File: src/exec_defs.svh
`ifndef EXEC_DEFS_SVH
`define EXEC_DEFS_SVH

// apb byte offsets
`define OFF_INSTR 12'h000
`define OFF_WREG 12'h004
`define OFF_STATUS 12'h008
`define OFF_BANK 12'h00C
`define OFF_POWER 12'h010

// arithmetic flag positions in the status register
`define ST_CARRY 0
`define ST_NIBBLE 1
`define ST_ZERO 2
`define ST_RANGE 3
`define ST_NEG 4

// power register field positions
`define PW_TIMEOUT_N 0
`define PW_POWERDOWN_N 1
`define PW_SLEEPING 2
`define PW_BUSY 3
`define PW_ILLEGAL 4

// reset values
`define RST_WREG 8'h00
`define RST_STATUS 5'h00
`define RST_BANK 4'h0

// opcode patterns
`define OPC_FILL 7'h34
`define OPC_SLEEP 16'h0003
`define OPC_ACC_MINUS_REG_BORROW 6'h15
`define OPC_LITERAL_MINUS_ACC 8'h08
`define OPC_REG_MINUS_ACC 6'h17

// access bank: low half maps to bank 0, high half to the top bank
`define ACCESS_LOW_BANK 4'h0
`define ACCESS_HIGH_BANK 4'hF
`define FILL_VALUE 8'hFF

`endif

File: src/exec_pkg.sv
package exec_pkg;

  // one instruction cycle, one-hot
  typedef enum logic [4:0] {
    PH_IDLE = 5'h01,
    PH_Q1 = 5'h02,
    PH_Q2 = 5'h04,
    PH_Q3 = 5'h08,
    PH_Q4 = 5'h10
  } phase_e;

  typedef enum logic [2:0] {
    OP_NONE = 3'h0,
    OP_FILL = 3'h1,
    OP_SLEEP = 3'h2,
    OP_ACC_MINUS_REG_BORROW = 3'h3,
    OP_LITERAL_MINUS_ACC = 3'h4,
    OP_REG_MINUS_ACC = 3'h5
  } op_e;

endpackage

File: src/sub8_alu.sv
`timescale 1ns/1ps
`default_nettype none

// minuend - subtrahend - !carry_in, carry out means no borrow
module sub8_alu (
  input wire logic [7:0] minuend,
  input wire logic [7:0] subtrahend,
  input wire logic carry_in,
  output logic [7:0] result,
  output logic carry_out,
  output logic nibble_carry,
  output logic zero,
  output logic negative,
  output logic overflow
);

  logic [8:0] full_sum;
  logic [4:0] low_sum;

  // two's complement: add the inverted subtrahend plus carry
  assign full_sum = {1'b0, minuend} + {1'b0, ~subtrahend} + {8'h00, carry_in};
  assign low_sum = {1'b0, minuend[3:0]} + {1'b0, ~subtrahend[3:0]} + {4'h0, carry_in};
  assign result = full_sum[7:0];
  // set means no borrow out of each field
  assign carry_out = full_sum[8];
  assign nibble_carry = low_sum[4];
  assign zero = (full_sum[7:0] == 8'h00);
  assign negative = full_sum[7];
  // sign flips only when operands differ in sign
  assign overflow = (minuend[7] != subtrahend[7]) && (full_sum[7] != minuend[7]);

endmodule

`default_nettype wire

File: src/exec_core.sv
// Contract
// - The fill instruction writes 8'hFF into the addressed register and leaves all flags alone.
// - Access-select zero uses the fixed access bank, one uses the bank pointer register.
// - The sleep instruction clears the active-low power-down flag.
// - The sleep instruction sets the active-low watchdog timeout flag.
// - The sleep instruction clears the watchdog counter and its postscaler.
// - After sleep the core halts with the oscillator stopped, entering in phase four; phase two does nothing.
// - A watchdog wake from sleep clears the timeout flag.
// - Subtract-with-borrow computes W minus register minus inverted carry.
// - Destination bit zero writes W, one writes the addressed register.
// - The three subtracts update negative, overflow, carry, nibble carry and zero.
// - Literal subtract computes literal minus W into W.
// - Literal subtract reads the literal in phase two, computes in three, writes W in four.
// - Register subtract computes register minus W and routes it by the destination bit.
`timescale 1ns/1ps
`default_nettype none
`include "exec_defs.svh"

module exec_core (
  input wire logic pclk,
  input wire logic presetn,
  input wire logic psel,
  input wire logic penable,
  input wire logic pwrite,
  input wire logic [11:0] paddr,
  input wire logic [31:0] pwdata,
  output logic [31:0] prdata,
  output logic pready,
  output logic pslverr,
  output logic [11:0] rf_addr,
  output logic rf_re,
  input wire logic [7:0] rf_rdata,
  output logic rf_we,
  output logic [7:0] rf_wdata,
  output logic watchdog_clear,
  input wire logic watchdog_wake,
  input wire logic wake_req,
  output logic sleep_mode
);

  exec_pkg::phase_e phase_reg;
  exec_pkg::op_e op;
  logic [15:0] instr_reg;
  logic [7:0] w_reg;
  logic [4:0] status_reg;
  logic [3:0] bank_reg;
  logic timeout_n_reg;
  logic powerdown_n_reg;
  logic sleep_reg;
  logic illegal_reg;
  logic [11:0] rf_addr_reg;
  logic [7:0] operand_reg;
  logic [7:0] result_reg;
  logic [4:0] flags_reg;
  logic rf_we_reg;
  logic [7:0] rf_wdata_reg;
  logic watchdog_clear_reg;
  logic [31:0] prdata_reg;
  logic is_sub;
  logic dest_bit;
  logic access_sel;
  logic [7:0] reg_sel;
  logic mapped;
  logic bus_write;
  logic bus_setup;
  logic start;
  logic [7:0] alu_a;
  logic [7:0] alu_b;
  logic alu_cin;
  logic [7:0] alu_res;
  logic alu_c;
  logic alu_nc;
  logic alu_z;
  logic alu_n;
  logic alu_range;

  // full data-space address: bank in the top nibble, operand below
  function automatic logic [11:0] bank_addr(input logic sel, input logic [3:0] bank, input logic [7:0] f);
    logic [3:0] b;
    b = bank;
    if (!sel) begin
      b = f[7] ? `ACCESS_HIGH_BANK : `ACCESS_LOW_BANK;
    end
    return {b, f};
  endfunction

  // instruction field decode
  always_comb begin
    op = exec_pkg::OP_NONE;
    if (instr_reg[15:9] == `OPC_FILL) begin
      op = exec_pkg::OP_FILL;
    end else if (instr_reg == `OPC_SLEEP) begin
      op = exec_pkg::OP_SLEEP;
    end else if (instr_reg[15:10] == `OPC_ACC_MINUS_REG_BORROW) begin
      op = exec_pkg::OP_ACC_MINUS_REG_BORROW;
    end else if (instr_reg[15:8] == `OPC_LITERAL_MINUS_ACC) begin
      op = exec_pkg::OP_LITERAL_MINUS_ACC;
    end else if (instr_reg[15:10] == `OPC_REG_MINUS_ACC) begin
      op = exec_pkg::OP_REG_MINUS_ACC;
    end
  end

  assign is_sub = (op == exec_pkg::OP_ACC_MINUS_REG_BORROW) || (op == exec_pkg::OP_LITERAL_MINUS_ACC) ||
                  (op == exec_pkg::OP_REG_MINUS_ACC);
  assign dest_bit = instr_reg[9];
  assign access_sel = instr_reg[8];
  assign reg_sel = instr_reg[7:0];

  // apb decode; the slave always answers in the first access cycle
  assign bus_setup = psel && !penable;
  assign bus_write = psel && penable && pwrite;
  assign mapped = (paddr == `OFF_INSTR) || (paddr == `OFF_WREG) || (paddr == `OFF_STATUS) ||
                  (paddr == `OFF_BANK) || (paddr == `OFF_POWER);
  assign pready = 1'b1;
  assign pslverr = psel && penable && !mapped;
  assign prdata = prdata_reg;
  // a new instruction is refused while busy or asleep
  assign start = bus_write && (paddr == `OFF_INSTR) && (phase_reg == exec_pkg::PH_IDLE) && !sleep_reg;

  // read data captured in the setup cycle so it comes from a flop
  always_ff @(posedge pclk or negedge presetn) begin
    if (!presetn) begin
      prdata_reg <= 32'h0000_0000;
    end else if (bus_setup) begin
      case (paddr)
        `OFF_INSTR: prdata_reg <= {16'h0000, instr_reg};
        `OFF_WREG: prdata_reg <= {24'h00_0000, w_reg};
        `OFF_STATUS: prdata_reg <= {27'h000_0000, status_reg};
        `OFF_BANK: prdata_reg <= {28'h000_0000, bank_reg};
        `OFF_POWER: prdata_reg <= {27'h000_0000, illegal_reg, (phase_reg != exec_pkg::PH_IDLE),
                                   sleep_reg, powerdown_n_reg, timeout_n_reg};
        default: prdata_reg <= 32'h0000_0000;
      endcase
    end
  end

  // phase sequencer: one instruction cycle of four phases
  always_ff @(posedge pclk or negedge presetn) begin
    if (!presetn) begin
      phase_reg <= exec_pkg::PH_IDLE;
    end else begin
      case (phase_reg)
        exec_pkg::PH_IDLE: phase_reg <= start ? exec_pkg::PH_Q1 : exec_pkg::PH_IDLE;
        exec_pkg::PH_Q1: phase_reg <= exec_pkg::PH_Q2;
        exec_pkg::PH_Q2: phase_reg <= exec_pkg::PH_Q3;
        exec_pkg::PH_Q3: phase_reg <= exec_pkg::PH_Q4;
        exec_pkg::PH_Q4: phase_reg <= exec_pkg::PH_IDLE;
        default: phase_reg <= exec_pkg::PH_IDLE;
      endcase
    end
  end

  // instruction word and unknown-opcode marker
  always_ff @(posedge pclk or negedge presetn) begin
    if (!presetn) begin
      instr_reg <= 16'h0000;
      illegal_reg <= 1'b0;
    end else if (start) begin
      instr_reg <= pwdata[15:0];
    end else if (phase_reg == exec_pkg::PH_Q1) begin
      illegal_reg <= (op == exec_pkg::OP_NONE); // unknown words pass as a no-op cycle
    end
  end

  // q1 decode fixes the address; q2 fetches the operand
  always_ff @(posedge pclk or negedge presetn) begin
    if (!presetn) begin
      rf_addr_reg <= 12'h000;
      operand_reg <= 8'h00;
    end else if (phase_reg == exec_pkg::PH_Q1) begin
      rf_addr_reg <= bank_addr(access_sel, bank_reg, reg_sel);
    end else if (phase_reg == exec_pkg::PH_Q2) begin
      operand_reg <= (op == exec_pkg::OP_LITERAL_MINUS_ACC) ? reg_sel : rf_rdata;
    end
  end

  // the sleep word reads nothing in q2
  assign rf_re = (phase_reg == exec_pkg::PH_Q2) &&
                 ((is_sub && op != exec_pkg::OP_LITERAL_MINUS_ACC) || op == exec_pkg::OP_FILL);
  assign rf_addr = rf_addr_reg;

  // operand routing into the shared subtractor
  always_comb begin
    alu_a = operand_reg;
    alu_b = w_reg;
    alu_cin = 1'b1;
    if (op == exec_pkg::OP_ACC_MINUS_REG_BORROW) begin
      alu_a = w_reg;
      alu_b = operand_reg;
      alu_cin = status_reg[`ST_CARRY];
    end
  end

  sub8_alu u_sub8_alu (
    .minuend(alu_a),
    .subtrahend(alu_b),
    .carry_in(alu_cin),
    .result(alu_res),
    .carry_out(alu_c),
    .nibble_carry(alu_nc),
    .zero(alu_z),
    .negative(alu_n),
    .overflow(alu_range)
  );

  // q3 processes; the register write strobe then stands through q4
  always_ff @(posedge pclk or negedge presetn) begin
    if (!presetn) begin
      result_reg <= 8'h00;
      flags_reg <= `RST_STATUS;
      rf_we_reg <= 1'b0;
      rf_wdata_reg <= 8'h00;
      watchdog_clear_reg <= 1'b0;
    end else begin
      rf_we_reg <= 1'b0;
      watchdog_clear_reg <= 1'b0;
      if (phase_reg == exec_pkg::PH_Q3) begin
        result_reg <= alu_res;
        flags_reg <= {alu_n, alu_range, alu_z, alu_nc, alu_c};
        rf_wdata_reg <= (op == exec_pkg::OP_FILL) ? `FILL_VALUE : alu_res;
        rf_we_reg <= (op == exec_pkg::OP_FILL) || (dest_bit && (op == exec_pkg::OP_ACC_MINUS_REG_BORROW ||
                     op == exec_pkg::OP_REG_MINUS_ACC));
        watchdog_clear_reg <= (op == exec_pkg::OP_SLEEP);
      end
    end
  end

  assign rf_we = rf_we_reg;
  assign rf_wdata = rf_wdata_reg;
  assign watchdog_clear = watchdog_clear_reg;

  // working register: the q4 write beats a same-cycle bus write
  always_ff @(posedge pclk or negedge presetn) begin
    if (!presetn) begin
      w_reg <= `RST_WREG;
    end else if (phase_reg == exec_pkg::PH_Q4 &&
                 (op == exec_pkg::OP_LITERAL_MINUS_ACC || (!dest_bit && is_sub))) begin
      w_reg <= result_reg;
    end else if (bus_write && paddr == `OFF_WREG) begin
      w_reg <= pwdata[7:0];
    end
  end

  // arithmetic flags; fill and sleep leave them untouched
  always_ff @(posedge pclk or negedge presetn) begin
    if (!presetn) begin
      status_reg <= `RST_STATUS;
    end else if (phase_reg == exec_pkg::PH_Q4 && is_sub) begin
      status_reg <= flags_reg;
    end else if (bus_write && paddr == `OFF_STATUS) begin
      status_reg <= pwdata[4:0];
    end
  end

  // bank pointer register, software owned
  always_ff @(posedge pclk or negedge presetn) begin
    if (!presetn) begin
      bank_reg <= `RST_BANK;
    end else if (bus_write && paddr == `OFF_BANK) begin
      bank_reg <= pwdata[3:0];
    end
  end

  // power flags; hardware events win over a same-cycle software write
  always_ff @(posedge pclk or negedge presetn) begin
    if (!presetn) begin
      timeout_n_reg <= 1'b1;
      powerdown_n_reg <= 1'b1;
    end else if (phase_reg == exec_pkg::PH_Q4 && op == exec_pkg::OP_SLEEP) begin
      powerdown_n_reg <= 1'b0;
      timeout_n_reg <= 1'b1;
    end else if (sleep_reg && watchdog_wake) begin
      timeout_n_reg <= 1'b0;
    end else if (bus_write && paddr == `OFF_POWER) begin
      timeout_n_reg <= pwdata[`PW_TIMEOUT_N];
      powerdown_n_reg <= pwdata[`PW_POWERDOWN_N];
    end
  end

  // sleep is entered at the end of q4 and left on any wake source
  always_ff @(posedge pclk or negedge presetn) begin
    if (!presetn) begin
      sleep_reg <= 1'b0;
    end else if (phase_reg == exec_pkg::PH_Q4 && op == exec_pkg::OP_SLEEP) begin
      sleep_reg <= 1'b1;
    end else if (sleep_reg && (watchdog_wake || wake_req)) begin
      sleep_reg <= 1'b0;
    end
  end

  assign sleep_mode = sleep_reg; // stops the oscillator outside this block
endmodule

`default_nettype wire

File: config.mk
export PLATFORM = sky130hd
export DESIGN_NAME = exec_core
export DESIGN_NICKNAME = d
export VERILOG_FILES = /design/src/exec_pkg.sv /design/src/sub8_alu.sv /design/src/exec_core.sv
export VERILOG_INCLUDE_DIRS = /design/src
export SDC_FILE = /design/constraint.sdc
export NUM_CORES = 1
export LEC_CHECK = 0
export ABC_CLOCK_PERIOD_IN_PS = 3700
export BUFFER_PORTS_ARGS = -buffer_cell sky130_fd_sc_hd__buf_4
export CAP_MARGIN = 20
export CORE_ASPECT_RATIO = 0.8
export CORE_MARGIN = 5
export CORE_UTILIZATION = 30
export DETAILED_ROUTE_END_ITERATION = 6
export MAX_ROUTING_LAYER = met4
export SLEW_MARGIN = 5
export SYNTH_ARGS = -nofsm -noshare
export SYNTH_HDL_FRONTEND = slang
export SYNTH_SLANG_ARGS = --single-unit
File: constraint.sdc
create_clock -name pclk -period 3.7 [get_ports pclk]
set_input_delay 0.74 -clock pclk [delete_from_list [all_inputs] [get_ports pclk]]
set_output_delay 0.74 -clock pclk [all_outputs]
set_load 0.02 [all_outputs]
======== Word-level counts from Yosys, hierarchy flattened ========
Index checks and enable logic that the tools add are counted.
operators by class
  eq/ne operators ......................... 24
  mux-type cells .......................... 29
  add/subtract/negate cells ............... 4
  reductions and logical operators ........ 47
  bitwise logic cells ..................... 4
operators by type and width
  cell                                            number
  one-hot mux 16 bit (5 select lines)             1
  two-way mux 8 bit                               6
  == test 12 x 4 -> 1 bit, second input constant  2
  logical AND 1 bit                               21
  one-hot mux 5 bit (4 select lines)              1
  == test 16 x 2 -> 1 bit, second input constant  1
  two-way mux 3 bit                               5
  == test 12 x 3 -> 1 bit, second input constant  1
  == test 12 x 5 -> 1 bit, second input constant  1
  == test 6 x 5 -> 1 bit, second input constant   2
  logical NOT 12 bit                              1
  logical OR 1 bit                                11
  two-way mux 1 bit                               11
  two-way mux 5 bit                               2
  adder 8 x 8 -> 9 bit                            1
  adder 9 x 1 -> 9 bit                            1
  == test 8 x 4 -> 1 bit, second input constant   1
  logical NOT 8 bit                               1
  two-way mux 4 bit                               2
  inverter 8 bit                                  1
  nonzero test 2 bit                              4
  == test 7 x 6 -> 1 bit, second input constant   1
  == test 3 x 2 -> 1 bit, second input constant   2
  == test 3 bit, second input constant            2
  19 further kinds                                26
word-level totals
  input port bits ......................... 59
  register bits ........................... 117

======== Depth between registers and ports, before layout ========
  depth in word-level cells ............... 13
  depth in mapped cells ................... 12
  depth with buffers taken out ............ 12

======== Hierarchy ========
Synthesis repeated with hierarchy kept, for this count alone.
second synthesis, totals
  cell total of the unflattened synthesis .. 474
  area total of the unflattened synthesis .. 5328.9 um2
modules (own cells, without submodules)
  module     area an instance (um2)  instances  sequential area each (um2)  cells an instance
  exec_core  4882.2                  1          2531.2                      414
  sub8_alu   446.7                   1          0.0                         60

======== Least setup slack after synthesis ========
Ideal clock, no wire load.
  path type ............................... reg-to-reg
  from .................................... reg instr_reg[15]
  to ...................................... reg flags_reg[2]
  path slack .............................. 640 ps
  data arrival time ....................... 2968 ps
  period minus slack after synthesis ...... 3060 ps
  stages on the path, launching flop included .. 13
  required time ........................... 3608 ps
  path through ............................ dfrtp_1 -> nand4bb_1 -> or3_1 -> ha_1 -> a31oi_1 -> nand2_1 -> ha_1 -> a31oi_1 -> a21boi_0 -> a211oi_1 -> xor2_1 -> or4_1 -> o31ai_2
between the ends
  longest elaborated chain between the ends .. 12
  elaborated cells between the ends (all ways) .. 18
  those cells by class .................... add/sub: 2; eq/ne: 6; mux: 8; bitwise: 1; reduce/logical: 1
RTL lines
  item                              line              text
  start, declared                   exec_core.sv:43   logic [15:0] instr_reg;
  start signal, assigned            exec_core.sv:159  instr_reg <= pwdata[15:0];
  == test 6 x 5 -> 1 bit (no line)  n/a
  two-way mux 3 bit                 exec_core.sv:98   end else if (instr_reg[15:10] == `OPC_REG_MINUS_ACC) begin
  two-way mux 3 bit                 exec_core.sv:96   end else if (instr_reg[15:8] == `OPC_LITERAL_MINUS_ACC) begin
  two-way mux 3 bit                 exec_core.sv:94   end else if (instr_reg[15:10] == `OPC_ACC_MINUS_REG_BORROW) begin
  two-way mux 3 bit                 exec_core.sv:92   end else if (instr_reg == `OPC_SLEEP) begin
  two-way mux 3 bit *               exec_core.sv:90   if (instr_reg[15:9] == `OPC_FILL) begin
  == test 3 x 2 -> 1 bit *          exec_core.sv:187  if (op == exec_pkg::OP_ACC_MINUS_REG_BORROW) begin
  two-way mux 8 bit                 exec_core.sv:187
  inverter 8 bit                    sub8_alu.sv:21    assign full_sum = {1'b0, minuend} + {1'b0, ~subtrahend} + {8'h00, carry_in};
  adder 8 x 8 -> 9 bit              sub8_alu.sv:21
  adder 9 x 1 -> 9 bit *            sub8_alu.sv:21
  logical NOT 8 bit *               sub8_alu.sv:27    assign zero = (full_sum[7:0] == 8'h00);
  end signal, assigned              exec_core.sv:210  flags_reg <= `RST_STATUS;
  end signal, assigned              exec_core.sv:219  flags_reg <= {alu_n, alu_range, alu_z, alu_nc, alu_c};
  end, declared                     exec_core.sv:54   logic [4:0] flags_reg;
Every way passes the cells marked *; elsewhere a longest branch is shown, timed or not.
A chain may end at the register's enable or synchronous reset.

======== Worst setup path in the final report ========
Same ends and word-level chain as after synthesis.

==> flow_metrics.tcl <==
set metrics [dict create \
    internal-power_mw 1.81 \
    clk_latency_ns 0.35 \
    slew_headroom 0.514 \
    clockBufferDepth 2 \
    synth.avg_cell_area_um2 9.68 \
    total_power_mw 2.28 \
    drc_errors 0 \
    layoutNonFillerInstCount 836 \
    layout-drive-gt1-share 0.237 \
    clock.fmax_mhz 283 \
    pwr-share-seq 0.480 \
    cp-end-kind "flop" \
    place_congestion 0.911 \
    worstPathRequired_ns 3.95 \
    io_pins 117 \
    yosys_warnings 0 \
    synth-simple-area-share 0.188 \
    drtIter0Drc 270 \
    setup_tns_ns 0 \
    worst_slew_pin_slew_ns 0.729 \
    core_area_um2 16600 \
    cts_inserted_buffers 9 \
    worstPathArrival_ns 3.79 \
    path_clk_slew_ns 0.07 \
    crit_type "flop to flop" \
    synth_cell_types 50 \
    avgRoutedWirePerCell_um 17.0 \
    seq_area_frac_synth 0.491 \
    rsz0062_at_grt "no" \
    wirelength_um 14200 \
    grt_usage 0.152 \
    post-dp-hpwl_um 11200 \
    area_growth_pct 23.5 \
    layout_min_cycle_time_ns 3.53 \
    sw_frac_of_total 0.206 \
    synth-adder-area-share 0.0206 \
    finClkSkew_ns 0.00619 \
    path_max_fanout 6 \
    synthMuxAreaShare 0.113 \
    nets 672 \
    power.switching_mw 0.472 \
    peakVddDrop_uv 216 \
    drt-pass1-iter-count 6 \
    setup_viol 0 \
    cts.sinks 100 \
    dp.cells 820 \
    viasPerCell 4.89 \
    ys_ff_latch 100 \
    initial_core_util 0.307 \
    synth_area_um2 5100 \
    grt_pass1_wl_um 23100 \
    diodes 0 \
    synthFlopType "dfrtp_1" \
    syn_inst 527 \
    startpoint_type "flop" \
    port_buffers 83 \
    hold_path_class "input port to asynchronous set/reset pin" \
    clockRootBuffer "clkbuf_16" \
    final_util 0.379 \
    synth-async-reset-ratio 1.00 \
    grt.overflow.total 0 \
    outcome "finished clean" \
    vias 4088 \
    hold_buffers 0 \
    grt_max_degree 56 \
    drtAntennaViolNets 0 \
    grt_pass1_vias 4230 \
    synth_top_family_by_area "simple AND/OR/NAND/NOR gates" \
    synth-xor-area-share 0.0189 \
    fin_crit_sh 0.955 \
    synth_edf_count 0 \
    cts_tree "built" \
    placementRows 42 \
    cap_viol_max_count 0 \
    die_h_um 127 \
    finalHoldViolations 0 \
    die_area_um2 19700 \
    power_frac_comb 0.045 \
    p_leak_nw 2.97 \
    hold_slack_ns 0.440 \
    synth_compound_area_frac 0.113 \
    die-width_um 156 \
    power.density_nw_per_um2 362 \
    drv_slew 0 \
    antenna_found_initial 0 \
    h-tree-depth 3 \
    power_frac_clock 0.475 \
    post_cts.repair.setup_buffers 0 \
]
==> repair_timing <==
item	CTS	global route
endpoints found under the setup margin	0	1
hold endpoints to repair	0	0
gates resized for setup	0	1
==> cell type report <==
type,count,area [um^2]
clock inverter,6,109
inverter,14,52.6
tap,220,275
multi-input combinational,389,2390
fill,1677,10300
timing repair buffer,97,728
clock buffer,10,239
sequential,100,2510
==> path summary, 6_finish.rpt <==
kind,startpoint,to,cells past startpoint,slack [ns]
max reg2reg,instr_reg[15],flags_reg[2],12,0.17
min reg2reg,rf_addr[0],rf_addr[0],2,0.48
min,presetn,prdata[9],1,0.44
max,instr_reg[15],flags_reg[2],12,0.17
max in group asynchronous,presetn,timeout_n_reg,2,2.40
min in group pclk,rf_addr[0],rf_addr[0],2,0.48
==> cells by family after synthesis <==
kind of cell,Yosys count
buf+inv,53
xor+xnor,11
other cells,2
flops,100
simple gates,204
compound gates,92
fa+ha+maj,10
mux,55
==> layer usage <==
| metal | up-vias | track usage | routed length, um |
|---|---|---|---|
| li1 | 1965 | - | - |
| met1 | 1982 | 0.218 | 6820 |
| met2 | 126 | 0.217 | 6170 |
| met3 | 15 | 0.0392 | 1060 |
| met4 | 0 | 0.0329 | 167 |
| met5 | - | - | 0 |
==> worst max-delay path, cell delays in order (launching register included) <==
cell and delay [ns]:
dfrtp_1 0.43, nand4bb_1 0.31, or3_1 0.41, ha_1 0.18, a31oi_1 0.19, nand2_1 0.13, ha_1 0.20, a31oi_1 0.21
nand2_1 0.13, xnor2_1 0.18, or4_1 0.44, or4_1 0.43, o31ai_2 0.19
==> cell usage in the layout (no fill, tap or decap), drive strengths merged, types with 9 or more instances in the layout <==
master / count
conb: 17
mux2: 22
nor4: 9
clkbuf: 10
dfrtp: 97
inv: 14
nand2: 108
mux2i: 33
a21oi: 9
o21ai: 49
buf: 97
nor2b: 11
nor2: 31
==> power groups by stage <==
stage	logic, mW	clock network, mW	registers [mW]
after floorplan	0.0474	0	1.12
after global placement	0.101	0	1.12
after detailed placement	0.104	0	1.12
after CTS	0.104	1.12	1.10
after global routing	0.115	1.15	1.10
final	0.102	1.09	1.10
==> Yosys cell counts (5+ instances only) <==
cell type / count / area (um^2)
o22a_1: 8 / 70.1
a22o_1: 7 / 61.3
buf_2: 5 / 25.0
mux2_2: 22 / 248
nand3_1: 7 / 35.0
clkbuf_1: 16 / 60.1
nor2_1: 30 / 113
o21ai_0: 49 / 245
maj3_1: 8 / 80.1
nor2b_1: 11 / 68.8
or3_1: 5 / 31.3
mux2i_1: 33 / 330
buf_4: 18 / 135
nand2b_1: 8 / 50.1
a21oi_1: 9 / 45.0
nor3_1: 7 / 35.0
xor2_1: 8 / 70.1
inv_1: 13 / 48.8
nand2_1: 108 / 405
dfrtp_1: 97 / 2430
nor4_1: 8 / 50.1
==> per-stage QoR <==
step / cell area (um^2) / setup WS, ns
5_1_grt: 6300 / 0.00732
3_3_place_gp: 5950 / 0.291
4_1_cts: 6290 / 0.137
2_1_floorplan: 5160 / 0.640
6_report: 6300 / 0.166
3_5_place_dp: 5950 / 0.180
Power figures use the tool's default switching activity.
